==> src/inc/skl_pkg.sv <==
// Constants for the security key lockout block
package skl_pkg;
   // Register offsets (byte addresses, one word each)
   localparam logic [7:0] ADDR_CTRL      = 8'h00;
   localparam logic [7:0] ADDR_CMD       = 8'h04;
   localparam logic [7:0] ADDR_KEY       = 8'h08;
   localparam logic [7:0] ADDR_STATUS    = 8'h0C;
   localparam logic [7:0] ADDR_RESULT    = 8'h10;
   localparam logic [7:0] ADDR_IRQ_STAT  = 8'h14;
   localparam logic [7:0] ADDR_IRQ_MASK  = 8'h18;
   localparam logic [7:0] ADDR_PERS_SET  = 8'h1C;
   localparam logic [7:0] ADDR_PING_SIZE = 8'h20;
   localparam logic [7:0] ADDR_PING_TMO  = 8'h24;
   localparam logic [7:0] ADDR_UPTIME    = 8'h28;
   localparam logic [7:0] ADDR_PING_CNT  = 8'h2C;
   localparam logic [7:0] ADDR_CRED      = 8'h30;
   localparam logic [7:0] ADDR_NET       = 8'h34;

   // Key defaults (arbitrary values)
   localparam logic [31:0] PERS_KEY_RST   = 32'h0000_1234;
   localparam logic [31:0] UNBLK_KEY_RST  = 32'h1234_5678;
   localparam logic [31:0] PROV_KEY_RST   = 32'h0000_4321;
   localparam logic [31:0] MASTER_KEY     = 32'h8765_4321;

   // Failure limits
   localparam logic [3:0] PERS_FAIL_MAX  = 4'h3;
   localparam logic [3:0] UNBLK_FAIL_MAX = 4'hA;
   localparam logic [3:0] PROV_FAIL_MAX  = 4'h3;

   // Echo test defaults
   localparam logic [15:0] PING_DATA_RST  = 16'h003C;
   localparam logic [15:0] PING_HDR       = 16'h0008;
   localparam logic [15:0] PING_TMO_RST   = 16'h000A;

   // Timing
   localparam int CLK_HZ        = 10_000_000;
   localparam int BLOCK_DELAY_S = 30;
   localparam int BLOCK_DELAY_CYC = BLOCK_DELAY_S * CLK_HZ;
   localparam int SEC_CYC       = CLK_HZ;

   // Commands written to the command register
   localparam logic [3:0] CMD_PERS_ENTRY = 4'h1;
   localparam logic [3:0] CMD_UNBLOCK    = 4'h2;
   localparam logic [3:0] CMD_CLEAR      = 4'h3;
   localparam logic [3:0] CMD_PERS_SET   = 4'h4;
   localparam logic [3:0] CMD_PROV_ENTRY = 4'h5;
   localparam logic [3:0] CMD_REGISTER   = 4'h6;
   localparam logic [3:0] CMD_DIAL       = 4'h7;
   localparam logic [3:0] CMD_PROT_WRITE = 4'h8;
   localparam logic [3:0] CMD_PING_START = 4'h9;
   localparam logic [3:0] CMD_PING_STOP  = 4'hA;
   localparam logic [3:0] CMD_SOFT_RESET = 4'hB;

   // Result codes
   localparam logic [2:0] RES_OK      = 3'h1;
   localparam logic [2:0] RES_ERROR   = 3'h2;
   localparam logic [2:0] RES_BLOCKED = 3'h3;
   localparam logic [2:0] RES_BUSY    = 3'h4;

   // Control and status bit positions
   localparam int CTRL_PERS_REQ  = 0;
   localparam int IRQ_DONE       = 0;
   localparam int IRQ_BLOCK      = 1;
   localparam int IRQ_REPLY      = 2;
   localparam int IRQ_PING_END   = 3;
   localparam int NET_ENC        = 0;
endpackage

==> src/rtl/skl_core.sv <==
// Key lockout, command gate and echo-test bookkeeping for the modem
//
// The address-and-strobe port and the address map were decided locally.
`timescale 1ns/1ps
// Notes on behaviour
// [RULE1] Register and dial refused while personal key required and not entered.
// [RULE2] Three wrong personal key entries in a row block it.
// [RULE3] Personal key not required after reset; software may enable requirement.
// [RULE4] Correct unblock key temporarily re-enables blocked personal key for set.
// [RULE5] Ten wrong unblock key entries in a row block the unblock key.
// [RULE6] Clear command removes personal and unblock key blocks for good.
// [RULE7] Protected changes refused unless provider key entered.
// [RULE8] Provider key requirement always enforced, no disable.
// [RULE9] Three wrong provider key entries in a row block it.
// [RULE10] Blocked provider key entry waits thirty seconds then answers blocked.
// [RULE11] Master key temporarily unblocks provider key; clear makes it permanent.
// [RULE12] Master key never blocks.
// [RULE13] A correct entry zeroes that key's failure counter.
// [RULE14] Echo test runs until stop, then totals are reported.
// [RULE15] Echo defaults 60 data plus 8 header bytes, 10 s time-out, adjustable.
// [RULE16] Reply reports carry seconds since last reset.
// [RULE17] Encryption follows the network's registration decision.
// [RULE18] Credentials start at zero, updated from the network on registration.
module skl_core
   import skl_pkg::*;
#(
   parameter int DELAY_CYC = BLOCK_DELAY_CYC,
   parameter int SEC_CYCLES = SEC_CYC
)(
   // Clock and reset
   input  wire logic        mclk,
   input  wire logic        resetn,
   // Register port
   input  wire logic [7:0]  addr,
   input  wire logic [31:0] wdata,
   input  wire logic        wr,
   input  wire logic        rd,
   output logic [31:0]      rdata,
   // Network side events
   input  wire logic        net_reg_done,
   input  wire logic        net_enc_on,
   input  wire logic [31:0] net_cred,
   input  wire logic        echo_reply,
   // Outputs
   output logic             encrypt_en,
   output logic             reg_req,
   output logic             dial_req,
   output logic             ping_active,
   output logic             irq
);
   // -----------------------------------------------------------------
   // State
   // -----------------------------------------------------------------
   typedef struct packed {
      logic [31:0] rdata;
      logic [31:0] key;
      logic [31:0] pers_key;
      logic        pers_req;
      logic        pers_ok;
      logic        pers_blk;
      logic        pers_tmp;
      logic [3:0]  pers_fail;
      logic        unblk_blk;
      logic [3:0]  unblk_fail;
      logic        prov_ok;
      logic        prov_blk;
      logic [3:0]  prov_fail;
      logic [31:0] delay;
      logic        delaying;
      logic [2:0]  result;
      logic [3:0]  irq_stat;
      logic [3:0]  irq_mask;
      logic [15:0] ping_size;
      logic [15:0] ping_tmo;
      logic [31:0] uptime;
      logic [31:0] sec_cnt;
      logic        ping_on;
      logic [15:0] tx_cnt;
      logic [15:0] rx_cnt;
      logic [31:0] cred;
      logic        enc;
      logic        reg_req;
      logic        dial_req;
      logic        irq;
   } skl_state_s;

   skl_state_s st, next_st;

   // Synchronisers for the network event inputs (registration done and echo reply)
   logic [1:0] done_sync, reply_sync;
   logic       done_last, reply_last;
   logic       done_ev, reply_ev;

   // Two-stage capture of asynchronous event lines
   always_ff @(posedge mclk or negedge resetn) begin
      if (!resetn) begin
         done_sync  <= 2'h0;
         reply_sync <= 2'h0;
         done_last  <= 1'b0;
         reply_last <= 1'b0;
      end else begin
         done_sync  <= {done_sync[0], net_reg_done};
         reply_sync <= {reply_sync[0], echo_reply};
         done_last  <= done_sync[1];
         reply_last <= reply_sync[1];
      end
   end
   assign done_ev  = done_sync[1] & ~done_last;
   assign reply_ev = reply_sync[1] & ~reply_last;

   // Failure count step with saturation at the block limit
   function automatic logic [3:0] fail_step(input logic [3:0] c, input logic [3:0] lim);
      fail_step = (c < lim) ? c + 4'h1 : c;
   endfunction

   // -----------------------------------------------------------------
   // Next-state logic
   // -----------------------------------------------------------------
   always_comb begin
      logic [3:0] cmd;
      logic [3:0] ev;
      cmd = wdata[3:0];
      ev  = 4'h0;
      next_st = st;
      next_st.reg_req  = 1'b0;
      next_st.dial_req = 1'b0;
      next_st.rdata    = 32'h0000_0000;

      // Seconds since reset
      if (st.sec_cnt == 32'(SEC_CYCLES - 1)) begin
         next_st.sec_cnt = 32'h0000_0000;
         next_st.uptime  = st.uptime + 32'h0000_0001;     // [RULE16]
      end else begin
         next_st.sec_cnt = st.sec_cnt + 32'h0000_0001;
      end

      // Blocked provider entry delay
      if (st.delaying) begin
         if (st.delay == 32'h0000_0000) begin
            next_st.delaying = 1'b0;
            next_st.result   = RES_BLOCKED;               // [RULE10]
            ev[IRQ_DONE]     = 1'b1;
         end else begin
            next_st.delay = st.delay - 32'h0000_0001;
         end
      end

      // Network registration result
      if (done_ev) begin
         next_st.enc  = net_enc_on;                       // [RULE17]
         next_st.cred = net_cred;                         // [RULE18]
      end
      if (reply_ev && st.ping_on) begin
         next_st.rx_cnt    = st.rx_cnt + 16'h0001;
         next_st.tx_cnt    = st.tx_cnt + 16'h0001;        // [RULE14]
         ev[IRQ_REPLY]     = 1'b1;
      end

      // Register writes
      if (wr) begin
         unique case (addr)
            ADDR_CTRL:      next_st.pers_req = wdata[CTRL_PERS_REQ]; // [RULE3]
            ADDR_KEY:       next_st.key = wdata;
            ADDR_IRQ_STAT:  next_st.irq_stat = st.irq_stat & ~wdata[3:0];
            ADDR_IRQ_MASK:  next_st.irq_mask = wdata[3:0];
            ADDR_PING_SIZE: if (st.prov_ok) next_st.ping_size = wdata[15:0]; // [RULE15]
            ADDR_PING_TMO:  if (st.prov_ok) next_st.ping_tmo = wdata[15:0];  // [RULE7]
            ADDR_CMD: begin
               ev[IRQ_DONE] = 1'b1;
               next_st.result = RES_OK;
               if (st.delaying) begin
                  // A pending delay refuses the command: blocked once the delay has run out, busy before
                  next_st.result = (st.delay == 32'h0000_0000) ? RES_BLOCKED : RES_BUSY;
               end else begin
                  unique case (cmd)
                     CMD_PERS_ENTRY: begin
                        if (st.pers_blk) begin
                           next_st.result = RES_BLOCKED;
                        end else if (st.key == st.pers_key) begin
                           next_st.pers_ok   = 1'b1;
                           next_st.pers_fail = 4'h0;                    // [RULE13]
                        end else begin
                           next_st.result    = RES_ERROR;
                           next_st.pers_fail = fail_step(st.pers_fail, PERS_FAIL_MAX);
                           if (st.pers_fail == PERS_FAIL_MAX - 4'h1) begin
                              next_st.pers_blk = 1'b1;                  // [RULE2]
                              next_st.pers_ok  = 1'b0;
                              ev[IRQ_BLOCK]    = 1'b1;
                           end
                        end
                     end
                     CMD_UNBLOCK: begin
                        if (st.unblk_blk) begin
                           next_st.result = RES_BLOCKED;
                        end else if (st.key == UNBLK_KEY_RST) begin
                           next_st.pers_tmp   = 1'b1;                   // [RULE4]
                           next_st.unblk_fail = 4'h0;                   // [RULE13]
                        end else begin
                           next_st.result     = RES_ERROR;
                           next_st.unblk_fail = fail_step(st.unblk_fail, UNBLK_FAIL_MAX);
                           if (st.unblk_fail == UNBLK_FAIL_MAX - 4'h1) begin
                              next_st.unblk_blk = 1'b1;                 // [RULE5]
                              ev[IRQ_BLOCK]     = 1'b1;
                           end
                        end
                     end
                     CMD_PERS_SET: begin
                        if (!st.pers_blk || st.pers_tmp) begin
                           next_st.pers_key  = st.key;                  // [RULE4]
                           next_st.pers_blk  = 1'b0;
                           next_st.pers_fail = 4'h0;
                           next_st.pers_tmp  = 1'b0;
                        end else begin
                           next_st.result = RES_BLOCKED;
                        end
                     end
                     CMD_CLEAR: begin
                        if (st.prov_ok) begin
                           next_st.pers_blk   = 1'b0;                   // [RULE6]
                           next_st.unblk_blk  = 1'b0;
                           next_st.pers_fail  = 4'h0;
                           next_st.unblk_fail = 4'h0;
                           next_st.prov_blk   = 1'b0;                   // [RULE11]
                           next_st.prov_fail  = 4'h0;
                        end else begin
                           next_st.result = RES_ERROR;                  // [RULE7]
                        end
                     end
                     CMD_PROV_ENTRY: begin
                        if (st.key == MASTER_KEY) begin
                           next_st.prov_ok   = 1'b1;                    // [RULE11]
                           next_st.prov_fail = 4'h0;                    // [RULE12]
                        end else if (st.prov_blk) begin
                           next_st.delaying = 1'b1;                     // [RULE10]
                           next_st.delay    = 32'(DELAY_CYC - 1);
                           ev[IRQ_DONE]     = 1'b0;
                           next_st.result   = RES_BUSY;
                        end else if (st.key == PROV_KEY_RST) begin
                           next_st.prov_ok   = 1'b1;
                           next_st.prov_fail = 4'h0;                    // [RULE13]
                        end else begin
                           next_st.result    = RES_ERROR;
                           next_st.prov_fail = fail_step(st.prov_fail, PROV_FAIL_MAX);
                           if (st.prov_fail == PROV_FAIL_MAX - 4'h1) begin
                              next_st.prov_blk = 1'b1;                  // [RULE9]
                              next_st.prov_ok  = 1'b0;
                              ev[IRQ_BLOCK]    = 1'b1;
                           end
                        end
                     end
                     CMD_REGISTER, CMD_DIAL: begin
                        if (st.pers_req && !st.pers_ok) begin
                           next_st.result = RES_ERROR;                  // [RULE1]
                        end else if (cmd == CMD_REGISTER) begin
                           next_st.reg_req = 1'b1;
                        end else begin
                           next_st.dial_req = 1'b1;
                        end
                     end
                     CMD_PROT_WRITE: begin
                        if (!st.prov_ok) next_st.result = RES_ERROR;    // [RULE8]
                        else next_st.cred = 32'h0000_0000;              // [RULE18]
                     end
                     CMD_PING_START: begin
                        next_st.ping_on = 1'b1;
                        next_st.tx_cnt  = 16'h0000;
                        next_st.rx_cnt  = 16'h0000;
                     end
                     CMD_PING_STOP: begin
                        next_st.ping_on = 1'b0;                         // [RULE14]
                        ev[IRQ_PING_END] = st.ping_on;
                     end
                     CMD_SOFT_RESET: begin
                        next_st.uptime  = 32'h0000_0000;                // [RULE16]
                        next_st.sec_cnt = 32'h0000_0000;
                     end
                     default: next_st.result = RES_ERROR;
                  endcase
               end
            end
            default: ;
         endcase
      end

      // Reads
      if (rd) begin
         unique case (addr)
            ADDR_CTRL:      next_st.rdata = {31'h0, st.pers_req};
            ADDR_STATUS:    next_st.rdata = {24'h0, st.delaying, st.prov_blk, st.prov_ok,
                                             st.unblk_blk, st.pers_tmp, st.pers_blk,
                                             st.pers_ok, st.ping_on};
            ADDR_RESULT:    next_st.rdata = {29'h0, st.result};
            ADDR_IRQ_STAT:  next_st.rdata = {28'h0, st.irq_stat};
            ADDR_IRQ_MASK:  next_st.rdata = {28'h0, st.irq_mask};
            ADDR_PING_SIZE: next_st.rdata = {16'h0, st.ping_size};
            ADDR_PING_TMO:  next_st.rdata = {16'h0, st.ping_tmo};
            ADDR_UPTIME:    next_st.rdata = st.uptime;
            ADDR_PING_CNT:  next_st.rdata = {st.rx_cnt, st.tx_cnt};
            ADDR_CRED:      next_st.rdata = st.cred;
            ADDR_NET:       next_st.rdata = {31'h0, st.enc};
            default:        next_st.rdata = 32'h0000_0000;
         endcase
      end

      // Sticky status, set wins over clear
      next_st.irq_stat = next_st.irq_stat | ev;
      next_st.irq = |(next_st.irq_stat & next_st.irq_mask);
   end

   // State register
   always_ff @(posedge mclk or negedge resetn) begin
      if (!resetn) begin
         st <= '0;
         st.pers_key  <= PERS_KEY_RST;
         st.ping_size <= PING_DATA_RST;
         st.ping_tmo  <= PING_TMO_RST;
      end else begin
         st <= next_st;
      end
   end

   // Outputs straight from state
   assign rdata       = st.rdata;
   assign encrypt_en  = st.enc;
   assign reg_req     = st.reg_req;
   assign dial_req    = st.dial_req;
   assign ping_active = st.ping_on;
   assign irq         = st.irq;
endmodule

==> config.mk <==
export PLATFORM = sky130hd
export DESIGN_NAME = skl_core
export DESIGN_NICKNAME = d
export VERILOG_FILES = /design/src/inc/skl_pkg.sv /design/src/rtl/skl_core.sv
export SDC_FILE = /design/constraint.sdc
export NUM_CORES = 1
export LEC_CHECK = 0
export BUFFER_PORTS_ARGS = -buffer_cell sky130_fd_sc_hd__buf_2
export CAP_MARGIN = 25
export CORE_ASPECT_RATIO = 0.6
export CORE_UTILIZATION = 25
export CTS_CLUSTER_SIZE = 16
export DETAILED_ROUTE_END_ITERATION = 7
export PLACE_DENSITY = 0.5
export REMOVE_ABC_BUFFERS = 1
export SLEW_MARGIN = 20
export SYNTH_ARGS = -nofsm -noshare
export SYNTH_HDL_FRONTEND = slang
export SYNTH_SLANG_ARGS = --single-unit
==> constraint.sdc <==
create_clock -name mclk -period 3.5 [get_ports mclk]
set_input_delay 0.7 -clock mclk [delete_from_list [all_inputs] [get_ports mclk]]
set_output_delay 0.7 -clock mclk [all_outputs]
set_load 0.01 [all_outputs]
Word level (Yosys, flattened, before mapping)
Cells that the tools add are included.
Word-level totals
  flip-flop bits (word level): 330
  word-level logic and storage cells: 230
  output and inout bits: 37
  bits of input ports: 79
Operators by class
  equal/unequal tests: 42
  magnitude comparators: 3
  reductions and logical operators: 33
  bitwise gates (word level): 10
  $add $sub $neg: 8
  muxes and demuxes: 100
Operator list (count)
  one-hot mux 32 bit (11 select lines): 1
  two-way mux 129 bit: 2
  two-way mux 32 bit: 8
  two-way mux 205 bit: 1
  two-way mux 33 bit: 4
  two-way mux 36 bit: 3
  adder 32 x 1 -> 32 bit (second input constant): 2
  two-way mux 16 bit: 4
  two-way mux 64 bit: 1
  == test 8 x 6 -> 1 bit (second input constant): 6
  two-way mux 4 bit: 11
  two-way mux 2 bit: 19
  adder 16 x 1 -> 16 bit (second input constant): 2
  == test 32 x 15 -> 1 bit (second input constant): 1
  == test 32 x 24 -> 1 bit (second input constant): 1
  == test 32 x 29 -> 1 bit (second input constant): 1
  == test 32 bit: 1
  == test 32 bit (second input constant): 1
  logical NOT 32 bit: 1
  subtractor 32 x 1 -> 32 bit (second input constant): 1
  two-way mux 1 bit: 30
  == test 8 x 5 -> 1 bit (second input constant): 3
  AND reduction 6 bit: 4
  one-hot mux 3 bit (7 select lines): 1
  41 further kinds: 87

Logic depth before layout (Yosys ltp)
  depth in word-level cells: 12
  gate-level depth with buffers: 9
  mapped depth without buffers: 8

Worst setup path before layout
Ideal clock, no wire load.
  kind: input -> register
  start: input port addr[5]
  end: register st[155] (netlist name)
  arrival time: 2794 ps
  path slack: 581 ps
  library setup time: 125 ps
  stages on the path: 7
  required time: 3375 ps
  buffers on the path: 3
  path through: clkbuf_1 or4b_2 nor2_1 and3_1 buf_2 buf_2 mux2_2
On the way
  longest elaborated chain between the ends: 2
Ends and longest elaborated chain
  from (decl): RTL line skl_core.sv:34  | input wire logic [7:0] addr,
  == test 8 x 6 -> 1 bit: RTL line skl_core.sv:161  | unique case (addr)
  AND reduction 3 bit (no line)
  to (signal assigned): RTL line skl_core.sv:318  | st <= next_st;
  to (decl): RTL line skl_core.sv:87  | skl_state_s st, next_st;
Every way passes these cells.
A chain may end at the register's enable or synchronous reset.

==> metrics.csv <==
metric;value;unit
drtAntennaViolNets;0;
ys_seq_area_frac;0.5217;
timing.fmax;0.3417;GHz
finalSetupViolCount;0;
wl_per_cell;18.98;um
ys_seq_elements;330;
grt_usage;0.1433;
die_area;64460;um^2
slowest_stage;a2111oi_0;
crit_family;simple AND/OR/NAND/NOR gates;
crit_required;3.93;ns
rsz0062_at_grt;no;
nets;1669;
n_antenna_cell;0;
syn_avg_cell_area;10.71;um^2
num_vias;11847;
crit_chain;nor3b_1, nand4b_1, a2111oi_0, buf_4, nor2_1, or3b_2, a221o_1;
fin_hold_ws;0.1132;ns
core;62630;um^2
final_common_cell;dfrtp_1;
port_buffers;115;
setup_tns;0;ns
skew;0.02462;ns
placed_cell_area;17450;um^2
tightest_slew;0.8800;ns
ios;116;
hpwlAfterDp;32.52;mm
grt_pass1_wl;71.53;mm
fin_crit_sh;0.8362;
slew_headroom;0.4079;
worstSetupPathType;flip-flop to flip-flop;
cp_data_arrival_time;3.36;ns
areaGrowthSynthToFinish;17.42;%
cts_root_buffer;clkbuf_16;
yosysWarnings;0;
holdBufCountCts;0;
num_rows;71;
post-place-ws;0.5127;ns
cts_inserted_buffers;36;
async_flop_share;1.000;
gp_congestion;0.9133;
htreeDepth;2;
drv_slew;0;
hold_viol;0;
syn_inst;1481;
route.detailed.drc;0;
peakVddDrop;0.0002705;V
layout_common_cells;319 x dfrtp_1, 189 x nor2_1, 114 x buf_2;
postCtsResizedCells;0;
fin_crit;2.927;ns
ctsLongestPathBuffers;3;
worstPathMaxFanout;5;
grt_antenna_before_repair;0;
clk_pin_slew;0.07;ns
via_per_inst;4.859;
die_w;327.1;um
cts_tree;done;
total_power;8.996;mW
grt_pass1_vias;11667;
clock_sinks;330;
start_util;0.2532;
layout-drive-gt1-share;0.2245;
first_pass_iters;8;
synth_area;15860;um^2
ys.flop_type;dfrtp_1;
max_cap_viol_count;0;
grt_start_max_net_pins;80;
power_leakage;8.074;nW
wirelength;46.28;mm
startpoint_type;flip-flop;
final_area;18620;um^2
synth_edf_count;0;
worst-path-buf-inv;1;
die_h;197.1;um
yosysUniqueCellTypes;71;
first_iter_violations;967;
fin_ws;0.5733;ns
hold_path.class;primary input to async pin;
endpoint_kind;flip-flop;
critPathMaxStageDelay;0.60;ns
powerDensity;483.2;nW/um^2
postCtsSetupBuffers;0;
clock_latency;0.57;ns
gr-total-overflow;0;
status;finished clean;
## flip-flops by register name, indices dropped and copies added, names as in the netlist
register / cells
dial_req: 1
done_last: 1
done_sync: 2
encrypt_en: 1
irq: 1
ping_active: 1
rdata: 32
reg_req: 1
reply_last: 1
reply_sync: 2
st: 287
## path summary, 6_finish.rpt
check | start | to | slack (ns) | cells past startpoint
worst max-delay path | st[265] | st[174] | 0.57 | 7
worst min-delay path | resetn | st[257] | 0.11 | 1
worst max register to register | st[265] | st[174] | 0.57 | 7
worst min register to register | done_sync[0] | done_sync[1] | 0.35 | 0
max in group asynchronous | resetn | rdata[30] | 2.40 | 3
min in group mclk | echo_reply | reply_sync[0] | 0.25 | 1
## power by group
group	switching, mW	internal, mW
clock network	1.65	2.22
registers	0.287	4.07
logic	0.452	0.318
## worst register-to-register path, stage by stage (launching register included)
cell and delay (ns):
dfrtp_1 0.46, nor3b_1 0.32, nand4b_1 0.34, a2111oi_0 0.60, buf_4 0.24, nor2_1 0.06, or3b_2 0.45, a221o_1 0.33
## per-layer routing
| metal | global-route usage | up-vias | wire (um) |
|---|---|---|---|
| met1 | 0.2173 | 5952 | 23420 |
| met2 | 0.2010 | 353 | 18900 |
| li1 | - | 5486 | - |
| met5 | 0 | - | 0 |
| met4 | 0.03859 | 0 | 952 |
| met3 | 0.03253 | 56 | 2999 |
## metrics by stage
stage	util	cells
global route	0.2973	2438
finish	0.2973	2438
detailed placement	0.2787	2379
CTS	0.2973	2438
global placement	0.2787	2379
floorplan	-	1381
## cell usage after synthesis (5+ instances only)
cell      instances  area (um^2)
nor2b_1          12        75.07
or4b_2            6        60.06
and4_1            9        78.83
a222oi_1         27        270.3
xor2_1           88        770.7
a21oi_1          42        210.2
nor3b_1           5        37.54
dfstp_2          11        289.0
mux2_2          100         1126
o21ai_0          38        190.2
nand2_1          80        300.3
a22oi_1          30        225.2
and3_1           19        118.9
nand3_1          46        230.2
inv_1            26        97.59
dfrtp_1         319         7983
buf_4            34        255.2
nand2b_1          8        50.05
nand4_1          34        212.7
mux2i_1          36        360.4
o31ai_1           9        67.56
or3_1            26        162.7
nor3_1           39        195.2
or4_1             6        45.04
a31oi_1           9        56.30
o211ai_1          5        37.54
clkbuf_1         55        206.5
ha_1             12        150.1
buf_2             6        30.03
xnor2_1          41        359.1
or2_2             8        50.05
nor4_1           36        225.2
nor2_1          192        720.7
nor4b_1           7        61.31
## layout make-up
| type | count | area [um^2] |
|---|---|---|
| Clock buffer | 51 | 1037 |
| Clock inverter | 8 | 126.4 |
| Fill cell | 6422 | 44010 |
| Inverter | 26 | 97.59 |
| Multi-Input combinational cell | 1025 | 7018 |
| Sequential cell | 330 | 8272 |
| Tap cell | 839 | 1050 |
| Timing Repair Buffer | 159 | 1016 |
## logic make-up (layout without fill, tap and decap cells)
logic type      count (synthesis)  after routing  share of synthesized area
compound gates                192            192                    0.08641
xor+xnor                      129            129                    0.07126
fa+ha+maj                      12             12                   0.009469
buf+inv                       126            244                    0.03883
flops                         330            330                     0.5217
mux                           136            136                    0.09375
simple gates                  556            556                     0.1786
No activity file was read; power rests on OpenSTA's default activity.
